===== config.mk =====
export PLATFORM = sky130hd
export DESIGN_NAME = blsm_core
export DESIGN_NICKNAME = d
export VERILOG_FILES = /design/src/core/blsm_pkg.sv /design/src/core/blsm_alu.sv /design/src/core/blsm_core.sv
export SDC_FILE = /design/constraint.sdc
export NUM_CORES = 1
export LEC_CHECK = 0
export ABC_CLOCK_PERIOD_IN_PS = 1630
export BUFFER_PORTS_ARGS = -buffer_cell sky130_fd_sc_hd__clkbuf_2
export CAP_MARGIN = 5
export CORE_MARGIN = 4
export CORE_UTILIZATION = 45
export DETAILED_ROUTE_END_ITERATION = 12
export PLACE_DENSITY = 0.78
export SYNTH_ARGS = -nofsm -noshare
export SYNTH_HDL_FRONTEND = slang
export SYNTH_SLANG_ARGS = --single-unit

===== constraint.sdc =====
create_clock -name clk_i -period 1.63 [get_ports clk_i]
set_input_delay 0.326 -clock clk_i [delete_from_list [all_inputs] [get_ports clk_i]]
set_output_delay 0.326 -clock clk_i [all_outputs]
set_load 0.005 [all_outputs]

===== src/core/blsm_pkg.sv =====
// Package with opcodes, widths and reset values for the byte logic, shift and move datapath.
package blsm_pkg;

  localparam int unsigned DATA_W   = 8;
  localparam int unsigned ADDR_W   = 7;
  localparam int unsigned MSB_POS  = 7;
  localparam int unsigned LSB_POS  = 0;

  localparam logic [7:0] ACC_RST   = 8'h00;
  localparam logic       FLAG_RST  = 1'b0;
  localparam logic       DEST_ACC  = 1'b0;
  localparam logic       DEST_FILE = 1'b1;

  typedef enum logic [1:0] {
    BLSM_OR_ACC_WITH_FILE  = 2'b00,
    BLSM_SHIFT_LEFT_FILE   = 2'b01,
    BLSM_SHIFT_RIGHT_FILE  = 2'b10,
    BLSM_MOVE_FILE_REG     = 2'b11
  } blsm_op_t;

  typedef struct packed {
    logic                   valid;
    blsm_op_t               op;
    logic                   dest;
    logic [ADDR_W-1:0]      addr;
    logic [DATA_W-1:0]      file_data;
  } blsm_req_t;

  typedef struct packed {
    logic                   valid;
    logic [ADDR_W-1:0]      addr;
    logic [DATA_W-1:0]      data;
  } blsm_wr_t;

  typedef struct packed {
    logic [DATA_W-1:0]      result;
    logic                   carry;
    logic                   carry_hit;
  } blsm_alu_t;

endpackage


===== src/core/blsm_alu.sv =====
// Combinational operation unit computing the result byte and carry for one instruction.
`timescale 1ns/1ns
`default_nettype none
module blsm_alu (
  input  wire blsm_pkg::blsm_op_t    op_i,
  input  wire logic [7:0]            acc_i,
  input  wire logic [7:0]            file_i,
  output var blsm_pkg::blsm_alu_t    res_o
);

  always_comb begin
    res_o = '0;
    case (op_i)
      blsm_pkg::BLSM_OR_ACC_WITH_FILE: begin
        res_o.result = acc_i | file_i;
      end
      blsm_pkg::BLSM_SHIFT_LEFT_FILE: begin
        res_o.result    = {file_i[6:0], 1'b0};
        res_o.carry     = file_i[blsm_pkg::MSB_POS];
        res_o.carry_hit = 1'b1;
      end
      blsm_pkg::BLSM_SHIFT_RIGHT_FILE: begin
        res_o.result    = {1'b0, file_i[7:1]};
        res_o.carry     = file_i[blsm_pkg::LSB_POS];
        res_o.carry_hit = 1'b1;
      end
      blsm_pkg::BLSM_MOVE_FILE_REG: begin
        res_o.result = file_i;
      end
      default: begin
        res_o = '0;
      end
    endcase
  end

endmodule
`default_nettype wire


===== src/core/blsm_core.sv =====
// Top of the byte logic, shift and move datapath with accumulator, flags and file write port.
//
// Summary of operation
// - OR accumulator with file register; zero flag follows the result.
// - Destination 0 writes OR result to accumulator, 1 writes file register.
// - Left shift: bit 7 to carry, bits 6..0 up, zero into bit 0.
// - Right shift: zero into bit 7, bits 7..1 down, bit 0 to carry.
// - Shift result goes to accumulator on destination 0, file on 1.
// - Move copies file register unchanged to accumulator or back to itself.
// - Move updates zero flag even when writing back to its own register.
`timescale 1ns/1ns
`default_nettype none
module blsm_core (
  input  wire logic                  clk_i,
  input  wire logic                  rst_n_i,
  input  wire blsm_pkg::blsm_req_t   req_i,
  output logic [7:0]                 acc_o,
  output logic                       zero_o,
  output logic                       carry_o,
  output var blsm_pkg::blsm_wr_t     file_wr_o,
  output logic                       done_o
);

  blsm_pkg::blsm_alu_t alu_res;
  logic [7:0]          acc_ff;
  logic [7:0]          nxt_acc;
  logic                zero_ff;
  logic                nxt_zero;
  logic                carry_ff;
  logic                nxt_carry;
  blsm_pkg::blsm_wr_t  file_wr_ff;
  blsm_pkg::blsm_wr_t  nxt_file_wr;
  logic                done_ff;

  blsm_alu u_alu (
    .op_i   (req_i.op),
    .acc_i  (acc_ff),
    .file_i (req_i.file_data),
    .res_o  (alu_res)
  );

  // The accumulator changes only when the destination selects it.
  always_comb begin
    nxt_acc = acc_ff;
    if (req_i.valid && (req_i.dest == blsm_pkg::DEST_ACC)) begin
      nxt_acc = alu_res.result;
    end
  end

  always_ff @(posedge clk_i or negedge rst_n_i) begin
    if (!rst_n_i) begin
      acc_ff <= blsm_pkg::ACC_RST;
    end else begin
      acc_ff <= nxt_acc;
    end
  end

  // Every operation here affects the zero flag, whatever the destination.
  always_comb begin
    nxt_zero = zero_ff;
    if (req_i.valid) begin
      nxt_zero = (alu_res.result == 8'h00);
    end
  end

  always_ff @(posedge clk_i or negedge rst_n_i) begin
    if (!rst_n_i) begin
      zero_ff <= blsm_pkg::FLAG_RST;
    end else begin
      zero_ff <= nxt_zero;
    end
  end

  // Only the two shifts move carry; OR and move leave it as it was.
  always_comb begin
    nxt_carry = carry_ff;
    if (req_i.valid && alu_res.carry_hit) begin
      nxt_carry = alu_res.carry;
    end
  end

  always_ff @(posedge clk_i or negedge rst_n_i) begin
    if (!rst_n_i) begin
      carry_ff <= blsm_pkg::FLAG_RST;
    end else begin
      carry_ff <= nxt_carry;
    end
  end

  // The file registers live outside this block, so the result leaves on a write port
  // that is valid for one cycle and that the caller applies.
  always_comb begin
    nxt_file_wr       = '0;
    nxt_file_wr.valid = req_i.valid && (req_i.dest == blsm_pkg::DEST_FILE);
    nxt_file_wr.addr  = req_i.addr;
    nxt_file_wr.data  = alu_res.result;
  end

  always_ff @(posedge clk_i or negedge rst_n_i) begin
    if (!rst_n_i) begin
      file_wr_ff <= '0;
    end else begin
      file_wr_ff <= nxt_file_wr;
    end
  end

  always_ff @(posedge clk_i or negedge rst_n_i) begin
    if (!rst_n_i) begin
      done_ff <= 1'b0;
    end else begin
      done_ff <= req_i.valid;
    end
  end

  assign acc_o     = acc_ff;
  assign zero_o    = zero_ff;
  assign carry_o   = carry_ff;
  assign file_wr_o = file_wr_ff;
  assign done_o    = done_ff;

  // Each check looks one cycle after the request edge, when the answer first stands.
  a_or_result: assert property (@(posedge clk_i) disable iff (!rst_n_i)
    (req_i.valid && req_i.op == blsm_pkg::BLSM_OR_ACC_WITH_FILE && !req_i.dest)
      |=> (acc_o == ($past(acc_o) | $past(req_i.file_data))))
    else $error("OR result wrong in accumulator");

  a_dest_file_write: assert property (@(posedge clk_i) disable iff (!rst_n_i)
    (req_i.valid && req_i.dest) |=> (file_wr_o.valid && $stable(acc_o)
      && file_wr_o.addr == $past(req_i.addr)))
    else $error("file destination not honoured");

  a_shl_carry: assert property (@(posedge clk_i) disable iff (!rst_n_i)
    (req_i.valid && req_i.op == blsm_pkg::BLSM_SHIFT_LEFT_FILE && req_i.dest)
      |=> (carry_o == $past(req_i.file_data[7])
        && file_wr_o.data == {$past(req_i.file_data[6:0]), 1'b0}))
    else $error("left shift wrong");

  a_shr_carry: assert property (@(posedge clk_i) disable iff (!rst_n_i)
    (req_i.valid && req_i.op == blsm_pkg::BLSM_SHIFT_RIGHT_FILE && !req_i.dest)
      |=> (carry_o == $past(req_i.file_data[0])
        && acc_o == {1'b0, $past(req_i.file_data[7:1])}))
    else $error("right shift wrong");

  a_shift_dest_acc: assert property (@(posedge clk_i) disable iff (!rst_n_i)
    (req_i.valid && req_i.op inside {blsm_pkg::BLSM_SHIFT_LEFT_FILE,
      blsm_pkg::BLSM_SHIFT_RIGHT_FILE} && !req_i.dest) |=> !file_wr_o.valid)
    else $error("shift to accumulator also wrote file");

  a_move_copy: assert property (@(posedge clk_i) disable iff (!rst_n_i)
    (req_i.valid && req_i.op == blsm_pkg::BLSM_MOVE_FILE_REG)
      |=> ($past(req_i.dest) ? (file_wr_o.data == $past(req_i.file_data))
        : (acc_o == $past(req_i.file_data))))
    else $error("move did not copy value");

  a_move_zero: assert property (@(posedge clk_i) disable iff (!rst_n_i)
    (req_i.valid && req_i.op == blsm_pkg::BLSM_MOVE_FILE_REG && req_i.dest)
      |=> (zero_o == ($past(req_i.file_data) == 8'h00)) && $stable(carry_o))
    else $error("move zero flag wrong");

  a_one_cycle_done: assert property (@(posedge clk_i) disable iff (!rst_n_i)
    req_i.valid |=> (done_o && file_wr_o.valid == $past(req_i.dest)))
    else $error("operation not done in one cycle");

  a_or_zero: assert property (@(posedge clk_i) disable iff (!rst_n_i)
    (req_i.valid && req_i.op == blsm_pkg::BLSM_OR_ACC_WITH_FILE)
      |=> (zero_o == (($past(acc_o) | $past(req_i.file_data)) == 8'h00)))
    else $error("OR zero flag wrong");

  a_or_to_file: assert property (@(posedge clk_i) disable iff (!rst_n_i)
    (req_i.valid && req_i.op == blsm_pkg::BLSM_OR_ACC_WITH_FILE && req_i.dest)
      |=> (file_wr_o.valid && $stable(acc_o)
        && file_wr_o.data == ($past(acc_o) | $past(req_i.file_data))))
    else $error("OR result wrong on file write port");

  a_acc_dest_only: assert property (@(posedge clk_i) disable iff (!rst_n_i)
    (req_i.valid && !req_i.dest) |=> !file_wr_o.valid)
    else $error("accumulator destination also wrote file");

  a_shl_to_acc: assert property (@(posedge clk_i) disable iff (!rst_n_i)
    (req_i.valid && req_i.op == blsm_pkg::BLSM_SHIFT_LEFT_FILE && !req_i.dest)
      |=> (carry_o == $past(req_i.file_data[7])
        && acc_o == {$past(req_i.file_data[6:0]), 1'b0}))
    else $error("left shift into accumulator wrong");

  a_shl_zero: assert property (@(posedge clk_i) disable iff (!rst_n_i)
    (req_i.valid && req_i.op == blsm_pkg::BLSM_SHIFT_LEFT_FILE)
      |=> (zero_o == ($past(req_i.file_data[6:0]) == 7'h00)))
    else $error("left shift zero flag wrong");

  a_shr_to_file: assert property (@(posedge clk_i) disable iff (!rst_n_i)
    (req_i.valid && req_i.op == blsm_pkg::BLSM_SHIFT_RIGHT_FILE && req_i.dest)
      |=> (file_wr_o.valid && carry_o == $past(req_i.file_data[0])
        && file_wr_o.data == {1'b0, $past(req_i.file_data[7:1])}))
    else $error("right shift into file wrong");

  a_shr_zero: assert property (@(posedge clk_i) disable iff (!rst_n_i)
    (req_i.valid && req_i.op == blsm_pkg::BLSM_SHIFT_RIGHT_FILE)
      |=> (zero_o == ($past(req_i.file_data[7:1]) == 7'h00)))
    else $error("right shift zero flag wrong");

  a_shift_to_file: assert property (@(posedge clk_i) disable iff (!rst_n_i)
    (req_i.valid && req_i.op inside {blsm_pkg::BLSM_SHIFT_LEFT_FILE,
      blsm_pkg::BLSM_SHIFT_RIGHT_FILE} && req_i.dest) |=> (file_wr_o.valid && $stable(acc_o)))
    else $error("shift to file also changed accumulator");

  a_carry_kept: assert property (@(posedge clk_i) disable iff (!rst_n_i)
    (req_i.valid && req_i.op inside {blsm_pkg::BLSM_OR_ACC_WITH_FILE,
      blsm_pkg::BLSM_MOVE_FILE_REG}) |=> $stable(carry_o))
    else $error("carry changed by OR or move");

  a_move_acc_zero: assert property (@(posedge clk_i) disable iff (!rst_n_i)
    (req_i.valid && req_i.op == blsm_pkg::BLSM_MOVE_FILE_REG && !req_i.dest)
      |=> (zero_o == ($past(req_i.file_data) == 8'h00)))
    else $error("move to accumulator zero flag wrong");

  a_idle_hold: assert property (@(posedge clk_i) disable iff (!rst_n_i)
    !req_i.valid |=> (!done_o && !file_wr_o.valid && $stable(acc_o)
      && $stable(zero_o) && $stable(carry_o)))
    else $error("state changed without a request");

endmodule
`default_nettype wire


# After elaboration in Yosys (flattened, before gate mapping)
# Cells that the tools add are included.
# totals
ff_bits	27
output_inout_bits	27
elab_cells	19
# op_classes
n_eq_ne	3
mux	2
n_bitwise	2
n_reduce_logical	5
# op_table
operator	count
case mux 8 bit (4 select lines)	1
zero test 8 bit	1
bitwise OR 8 bit	1
== test 2 bit, second input constant	2
case mux 2 bit (2 select lines)	1
logical AND 1 bit	3
== test 2 x 1 -> 1 bit, second input constant	1
zero test 2 bit	1
NOT 1 bit	1

# Logic depth before layout (Yosys ltp)
# Gate-level depths: netlist of run 1.
# depth
ltp_word	3
depth_mapped	7

# Cells and area by module
# From an unflattened synthesis of run 1, not the netlist that was laid out.
# hier_totals
cells_unflattened	82
hier_area_um2	1139.8
# modules_own_cells
mod	instances	cells_per_inst	area_per_inst_um2	seq_area_each_um2
blsm_core	1	44	865.8	675.6
blsm_alu	1	38	274.0	0.0

# Least setup slack after synthesis of run 1
# No wires, ideal clock.
# synth_timing
path_type	input to register
startpoint	input req_i[16] in the netlist's numbering
endpoint	register zero_ff (netlist: zero_o)
arrival_time_ps	1807
slack_ps	-273
path_stages	7
path_buffers	1
cell_sequence	inv_1 ha_1 buf_6 a222oi_1 a21oi_1 or4_1 o32ai_2
# synth_rtl
element	line_no	source
from (decl)	blsm_core.sv:16	input wire blsm_pkg::blsm_req_t req_i,
to (signal assigned)	blsm_core.sv:68	zero_ff <= blsm_pkg::FLAG_RST;
to (signal assigned)	blsm_core.sv:70	zero_ff <= nxt_zero;
to (decl)	blsm_core.sv:27	logic zero_ff;

==> run_results.csv, run 1 <==
group,metric,value,unit
status,status,"complete, no violations",
placed_design,dp_worst_setup_slack,-0.444,ns
timing,fmaxAchievable,616,MHz
setup_path,path_cells,"buf_12 -> inv_12 -> ha_4 -> a222oi_1 -> a21oi_1 -> or4_1 -> o32ai_2",
power,irDropWorstVdd,581,uV
setup_path,arrival,1.87,ns
drt,ant_nets,0,
grt,grt_first_pass_wirelength,4900,um
cts,h-tree-depth,1,
drt,wl_per_cell,15.7,um
cts,postCtsHoldBufs,0,
grt,grt_max_degree,28,
placed_design,dp.cells,183,
synth,seq_area_frac_synth,0.594,
final_layout,nFillCells,159,
floorplanning,die-area,3400,um^2
floorplanning,io_pins,48,
hold_path,worstHoldPathType,"primary input to async pin",
setup_path,crit_required,1.88,ns
timing,clock-skew-final,0.00374,ns
timing,fin_ws,0.00708,ns
placed_design,place_hpwl,2310,um
final_layout,fin_nets,187,
setup_path,worst_setup_path_end_kind,"flop",
drt,wirelength,2970,um
synth,synthCells,94,
timing,worst_pin_slew,0.668,ns
placed_design,gp_congestion,0.950,
final_layout,multi_input_area,457,um^2
timing,hold_viol_final,0,
cts,cts_tree,"yes",
grt,gr-usage-all-layers,0.186,
setup_path,critPathMaxFanout,4,
final_layout,layout-drive-gt1-share,0.528,
setup_path,critPathKind,"primary input to flop",
timing,finalSetupViolCount,0,
synth,synth-seq-cells,27,
setup_path,cp-start-kind,"primary input",
setup_path,critPathSlowestCell,"or4_1",
floorplanning,initial_utilization,0.495,
grt,grt_pass1_vias,1105,
setup_path,slowest_delay,0.55,ns
timing,fin_crit_sh,0.996,
drt,via_per_inst,5.57,
drt,num_vias,1053,
timing,slew_violations,0,
power,power.density,871,nW/um^2
flow_run,maxCapViolations,0,
synth,ys_types,30,
final_layout,insertedDiodeCount,0,
final_layout,final_cells,189,
synth,avgSynthCellArea,12.1,um^2
drt,route.detailed.drc,0,
drt,dr.pass1.iters,4,
synth,netlist_area,1140,um^2
cts,numCtsBuffers,3,
drt,drtIter0Drc,44,
floorplanning,coreArea,2300,um^2
timing,min_period,1.62,ns
synth,synth_nets,119,
power,leakagePower,0.000819,uW
synth,synth_top_area_frac,0.594,
cts,insertion_delay,0.32,ns
synth,synth_area_leader_cell,"dfrtp_1",
floorplanning,die_w,58.3,um
cts,clkTransAtPathRegs,0.14,ns
grt,globalRoute.totalOverflow,0,
final_layout,regArea,676,um^2
synth,synth_area_leaders,"dfrtp_1 59%, ha_1 4.4%, mux2_2 4.0%",
cts,cts-root-buf,"clkbuf_4",
floorplanning,die_h,58.3,um
final_layout,syn_to_final_growth,44.8,%
grt,grt_antenna_before_repair,0,
cts,cts.sinks,27,
timing,rsz0062_at_grt,"yes",
synth,ys.warnings.count,0,
floorplanning,row_count,17,
placed_design,portBuffers,47,
cts,clockBufferDepth,2,
timing,relSlewSlack,0.555,
-- final timing paths --
kind	cells after the start	startpoint	slack, ns	endpoint
setup / recovery	7	req_i[16]	0.007	zero_o$_DFFE_PN0P_
hold / removal	1	rst_n_i	0.002	file_wr_o[3]$_DFF_PN0_
setup reg to reg	4	acc_o[1]$_DFFE_PN0P_	0.09	zero_o$_DFFE_PN0P_
hold reg to reg	2	acc_o[4]$_DFFE_PN0P_	0.52	acc_o[4]$_DFFE_PN0P_
max in group asynchronous	1	rst_n_i	1.20	file_wr_o[1]$_DFF_PN0_
min in group clk_i	1	req_i[11]	0.09	file_wr_o[11]$_DFF_PN0_
-- layer usage --
metal | wire (um) | GRT usage | vias to the layer above
met5 | 0 | 0 | -
met4 | 87 | 0.109 | 0
met3 | 210 | 0.0223 | 9
met2 | 1560 | 0.329 | 47
met1 | 1110 | 0.212 | 518
li1 | - | - | 479
-- Yosys cell counts, drive strengths merged --
cell and count:
o21ai 1, o22ai 2, or4 1, o32ai 1, clkbuf 2, nand2b 2, a2bb2oi 1, and2 1
a21oi 7, a221oi 3, a211oi 1, a222oi 2, nor3b 1, a22oi 2, inv 6, nor3 3
mux2 5, ha 4, nor2 6, and3 2, a221o 1, a31oi 1, nand2 4, a22o 1
buf 3, nand3 1, o31ai 3, dfrtp 27
-- repair_timing --
action | in CTS | in global routing
buffers inserted | 0 | 2
gates cloned | 0 | 0
gates resized for setup | 4 | 8
endpoints found under the hold margin | 0 | 0
setup endpoints to repair | 1 | 2
pin swaps | 1 | 6
-- worst max-delay path, delay by kind of cell --
family | cells | cell delay [ns]
buffers and inverters | 2 | 0.13
AOI/OAI and AO/OA | 3 | 0.69
adders and majority gates | 1 | 0.16
and+or+nand+nor | 1 | 0.55
-- cell type report --
cell class	count	area share
Clock inverter	1	0.00304
Multi-Input combinational cell	56	0.277
Sequential cell	27	0.410
Timing Repair Buffer	68	0.252
Tap cell	28	0.0213
Clock buffer	3	0.0137
Inverter	6	0.0228
-- power by group --
part / leakage, uW / switching, uW / internal [uW]
logic: 0.000474 / 174 / 195
clock network: 0.0000177 / 191 / 92.0
registers: 0.000327 / 38.4 / 743
total: 0.000819 / 404 / 1030
-- cell families (layout without fill, tap and decap cells) --
group,Yosys count,in the layout,share of synthesized area
mux,5,5,0.0495
buf+inv,11,78,0.0506
flops,27,27,0.594
compound gates,26,26,0.171
fa+ha+maj,4,4,0.0440
simple gates,21,21,0.0913
-- through the flow --
step           power [uW]  utilization  area [um^2]  setup TNS, ns  hold WS, ns
2_1_floorplan         939            -         1210         -0.139       0.0304
3_3_place_gp         1130        0.682         1570          -1.33        0.365
3_5_place_dp         1150        0.682         1570          -2.16        0.376
4_1_cts              1430        0.701         1610              0      0.00964
5_1_grt              1510        0.717         1650        -0.0513       0.0464
6_report             1430        0.717         1650              0      0.00152
-- placed cells by master, fill, tap and decap left out, types with 2 or more instances in the layout --
cell type,instances
clkbuf_2,45
mux2_2,4
buf_4,21
dfrtp_1,27
nor3_1,3
ha_4,3
inv_1,4
a22oi_1,2
a222oi_1,2
nand2_1,4
and3_1,2
nand2b_1,2
nor2_1,6
a21oi_1,7
o22ai_1,2
clkbuf_4,3
o31ai_1,3
a221oi_2,2
-- flip-flops by register name (all words and copies together), names as in the netlist --
name       count
file_wr_o     16
acc_o          8
carry_o        1
done_o         1
zero_o         1
Power figures use the tool's default switching activity.
==> inputs of run 2 (changes only) <==
==> constraint.sdc (replaced) <==
create_clock -name clk_i -period 1.63 [get_ports clk_i]
set_input_delay 0.163 -clock clk_i [delete_from_list [all_inputs] [get_ports clk_i]]
set_output_delay 0.163 -clock clk_i [all_outputs]
set_load 0.005 [all_outputs]
==> run 2 against run 1 <==
Critical path depth decreased by 3. Fmax increased by 6.9%. Via count decreased by 2.8%. Clock power decreased by 2%. Utilization decreased by 2.8 points. Critical endpoint unchanged.
==> run_results.csv, run 2 (same netlist as run 1, synthesis figures left out) <==
group,metric,value,unit
final_layout,syn_to_final_growth,39.2,%
cts,cts_tree,"yes",
timing,clock-skew-final,0.000536,ns
timing,finalSetupViolCount,0,
drt,via_per_inst,5.42,
setup_path,slowest_delay,0.55,ns
setup_path,crit_path_start,"acc_o[5]$_DFFE_PN0P_",
grt,grt_pass1_vias,1057,
final_layout,layout_commonest_cell,"clkbuf_2",
drt,route.detailed.drc,0,
status,status,"complete, no violations",
setup_path,critPathMaxFanout,4,
cts,post_cts_buffers,0,
setup_path,path_cells,"o21ai_1 -> nand3_1 -> or4_1 -> o32ai_2",
timing,fin_crit_sh,0.931,
final_layout,fin_nets,187,
drt,num_vias,1024,
drt,drtIter0Drc,45,
setup_path,r2r_cells,4,
timing,relSlewSlack,0.571,
hold_path,worstHoldPathType,"primary input to flop",
drt,wl_per_cell,15.0,um
grt,grt_antenna_before_repair,0,
floorplanning,io_pins,48,
setup_path,arrival,1.75,ns
final_layout,layout-drive-gt1-share,0.429,
placed_design,gp_congestion,0.884,
setup_path,reg2reg_from,"acc_o[5]$_DFFE_PN0P_",
floorplanning,coreArea,2300,um^2
timing,worst_pin_slew,0.644,ns
setup_path,r2r_slack,0.11,ns
cts,numCtsBuffers,3,
setup_path,reg2reg_to,"zero_o$_DFFE_PN0P_",
placed_design,portBuffers,47,
drt,wirelength,2830,um
floorplanning,row_count,17,
grt,grt_first_pass_wirelength,4660,um
grt,grt_max_degree,28,
final_layout,fin_util,0.689,
setup_path,crit_required,1.87,ns
power,power.density,884,nW/um^2
final_layout,insertedDiodeCount,0,
drt,dr.pass1.iters,5,
floorplanning,die_h,58.3,um
timing,slew_violations,0,
cts,clockBufferDepth,2,
timing,min_period,1.52,ns
power,irDropWorstVdd,721,uV
setup_path,worst_setup_path_end_kind,"flop",
setup_path,critPathSlowestCell,"or4_1",
cts,cts.sinks,27,
cts,insertion_delay,0.31,ns
cts,clkTransAtPathRegs,0.13,ns
cts,cts-root-buf,"clkbuf_4",
cts,h-tree-depth,1,
final_layout,largest_register_ffs,16,
setup_path,critPathKind,"flop to flop",
flow_run,maxCapViolations,0,
setup_path,cp-start-kind,"flop",
power,power,1400,uW
drt,ant_nets,0,
timing,hold_viol_final,0,
timing,rsz0062_at_grt,"no",
floorplanning,die_w,58.3,um
grt,gr-usage-all-layers,0.178,
final_layout,layout_common_cells,"47 x clkbuf_2, 27 x dfrtp_1, 13 x buf_4",
timing,final.setup.tns,0,ns
timing,fmaxAchievable,659,MHz
grt,globalRoute.totalOverflow,0,
final_layout,nFillCells,181,
setup_path,critPathCapture,"zero_o$_DFFE_PN0P_",
power,leakagePower,0.000802,uW
floorplanning,die-area,3400,um^2
floorplanning,initial_utilization,0.495,
-- run 2: changes by cell type in the layout (fill, tap and decap cells not counted), moves of 2 or more --
| cell | previous run | this run |
|---|---|---|
| buf_4 | 21 | 13 |
| dlygate4sd3_1 | 0 | 8 |
| ha_1 | 0 | 4 |
| ha_4 | 3 | 0 |
| clkbuf_2 | 45 | 47 |
| inv_1 | 4 | 6 |
-- run 2: report_power, final --
group | internal [uW] | leakage, uW | switching, uW | total [uW]
logic | 177 | 0.000461 | 157 | 334
registers | 743 | 0.000327 | 43.4 | 787
clock network | 95.7 | 0.0000150 | 182 | 278
total | 1020 | 0.000802 | 383 | 1400
-- run 2: cell type report --
cell class / count / area (um^2) / share of cell area
sequential: 27 / 676 / 0.427
timing repair buffer: 68 / 413 / 0.261
multi-input combinational: 56 / 410 / 0.259
tap: 28 / 35.0 / 0.0221
clock buffer: 4 / 26.3 / 0.0166
inverter: 6 / 22.5 / 0.0142
-- run 2: what timing repair did --
item                                   CTS  global route
setup endpoints to repair                0             1
hold buffers                             8             0
endpoints found under the hold margin   34             0
gates resized for setup                  0             1
-- run 2: stage by stage --
stage / setup WS, ns / hold WS, ns / cells / instance area [um^2]
after floorplan: 0.000409 / -0.133 / 94 / 1150
after global placement: -0.0911 / 0.203 / 177 / 1480
after detailed placement: -0.195 / 0.234 / 177 / 1480
after CTS: 0.0631 / 0.0285 / 189 / 1580
after global routing: 0.0341 / 0.0377 / 189 / 1580
final: 0.112 / 0.0513 / 189 / 1580
-- run 2: worst max-delay path: cells and delay by family (launching register included) --
family	cells	cell delay [ns]
simple gates	2	0.65
flops	1	0.43
compound gates	2	0.36
-- run 2: worst min-delay path by stage --
stage | from | end | slack (ns) | cells after the start
floorplan | rst_n_i | acc_o[0]$_DFFE_PN0P_ | -0.13 | 0
global placement | rst_n_i | file_wr_o[4]$_DFF_PN0_ | 0.20 | 1
detailed placement | rst_n_i | file_wr_o[9]$_DFF_PN0_ | 0.23 | 1
CTS | req_i[18] | done_o$_DFF_PN0_ | 0.03 | 1
global route | req_i[18] | done_o$_DFF_PN0_ | 0.04 | 1
finish | req_i[18] | done_o$_DFF_PN0_ | 0.05 | 1
-- run 2: layer usage --
metal | share of wire | track usage | wire length [um] | vias up
met5 | 0 | 0 | 0 | -
met4 | 0.0092 | 0.0662 | 26 | 0
met3 | 0.093 | 0.0334 | 263 | 6
met2 | 0.49 | 0.313 | 1380 | 59
met1 | 0.41 | 0.214 | 1160 | 482
li1 | - | - | - | 477
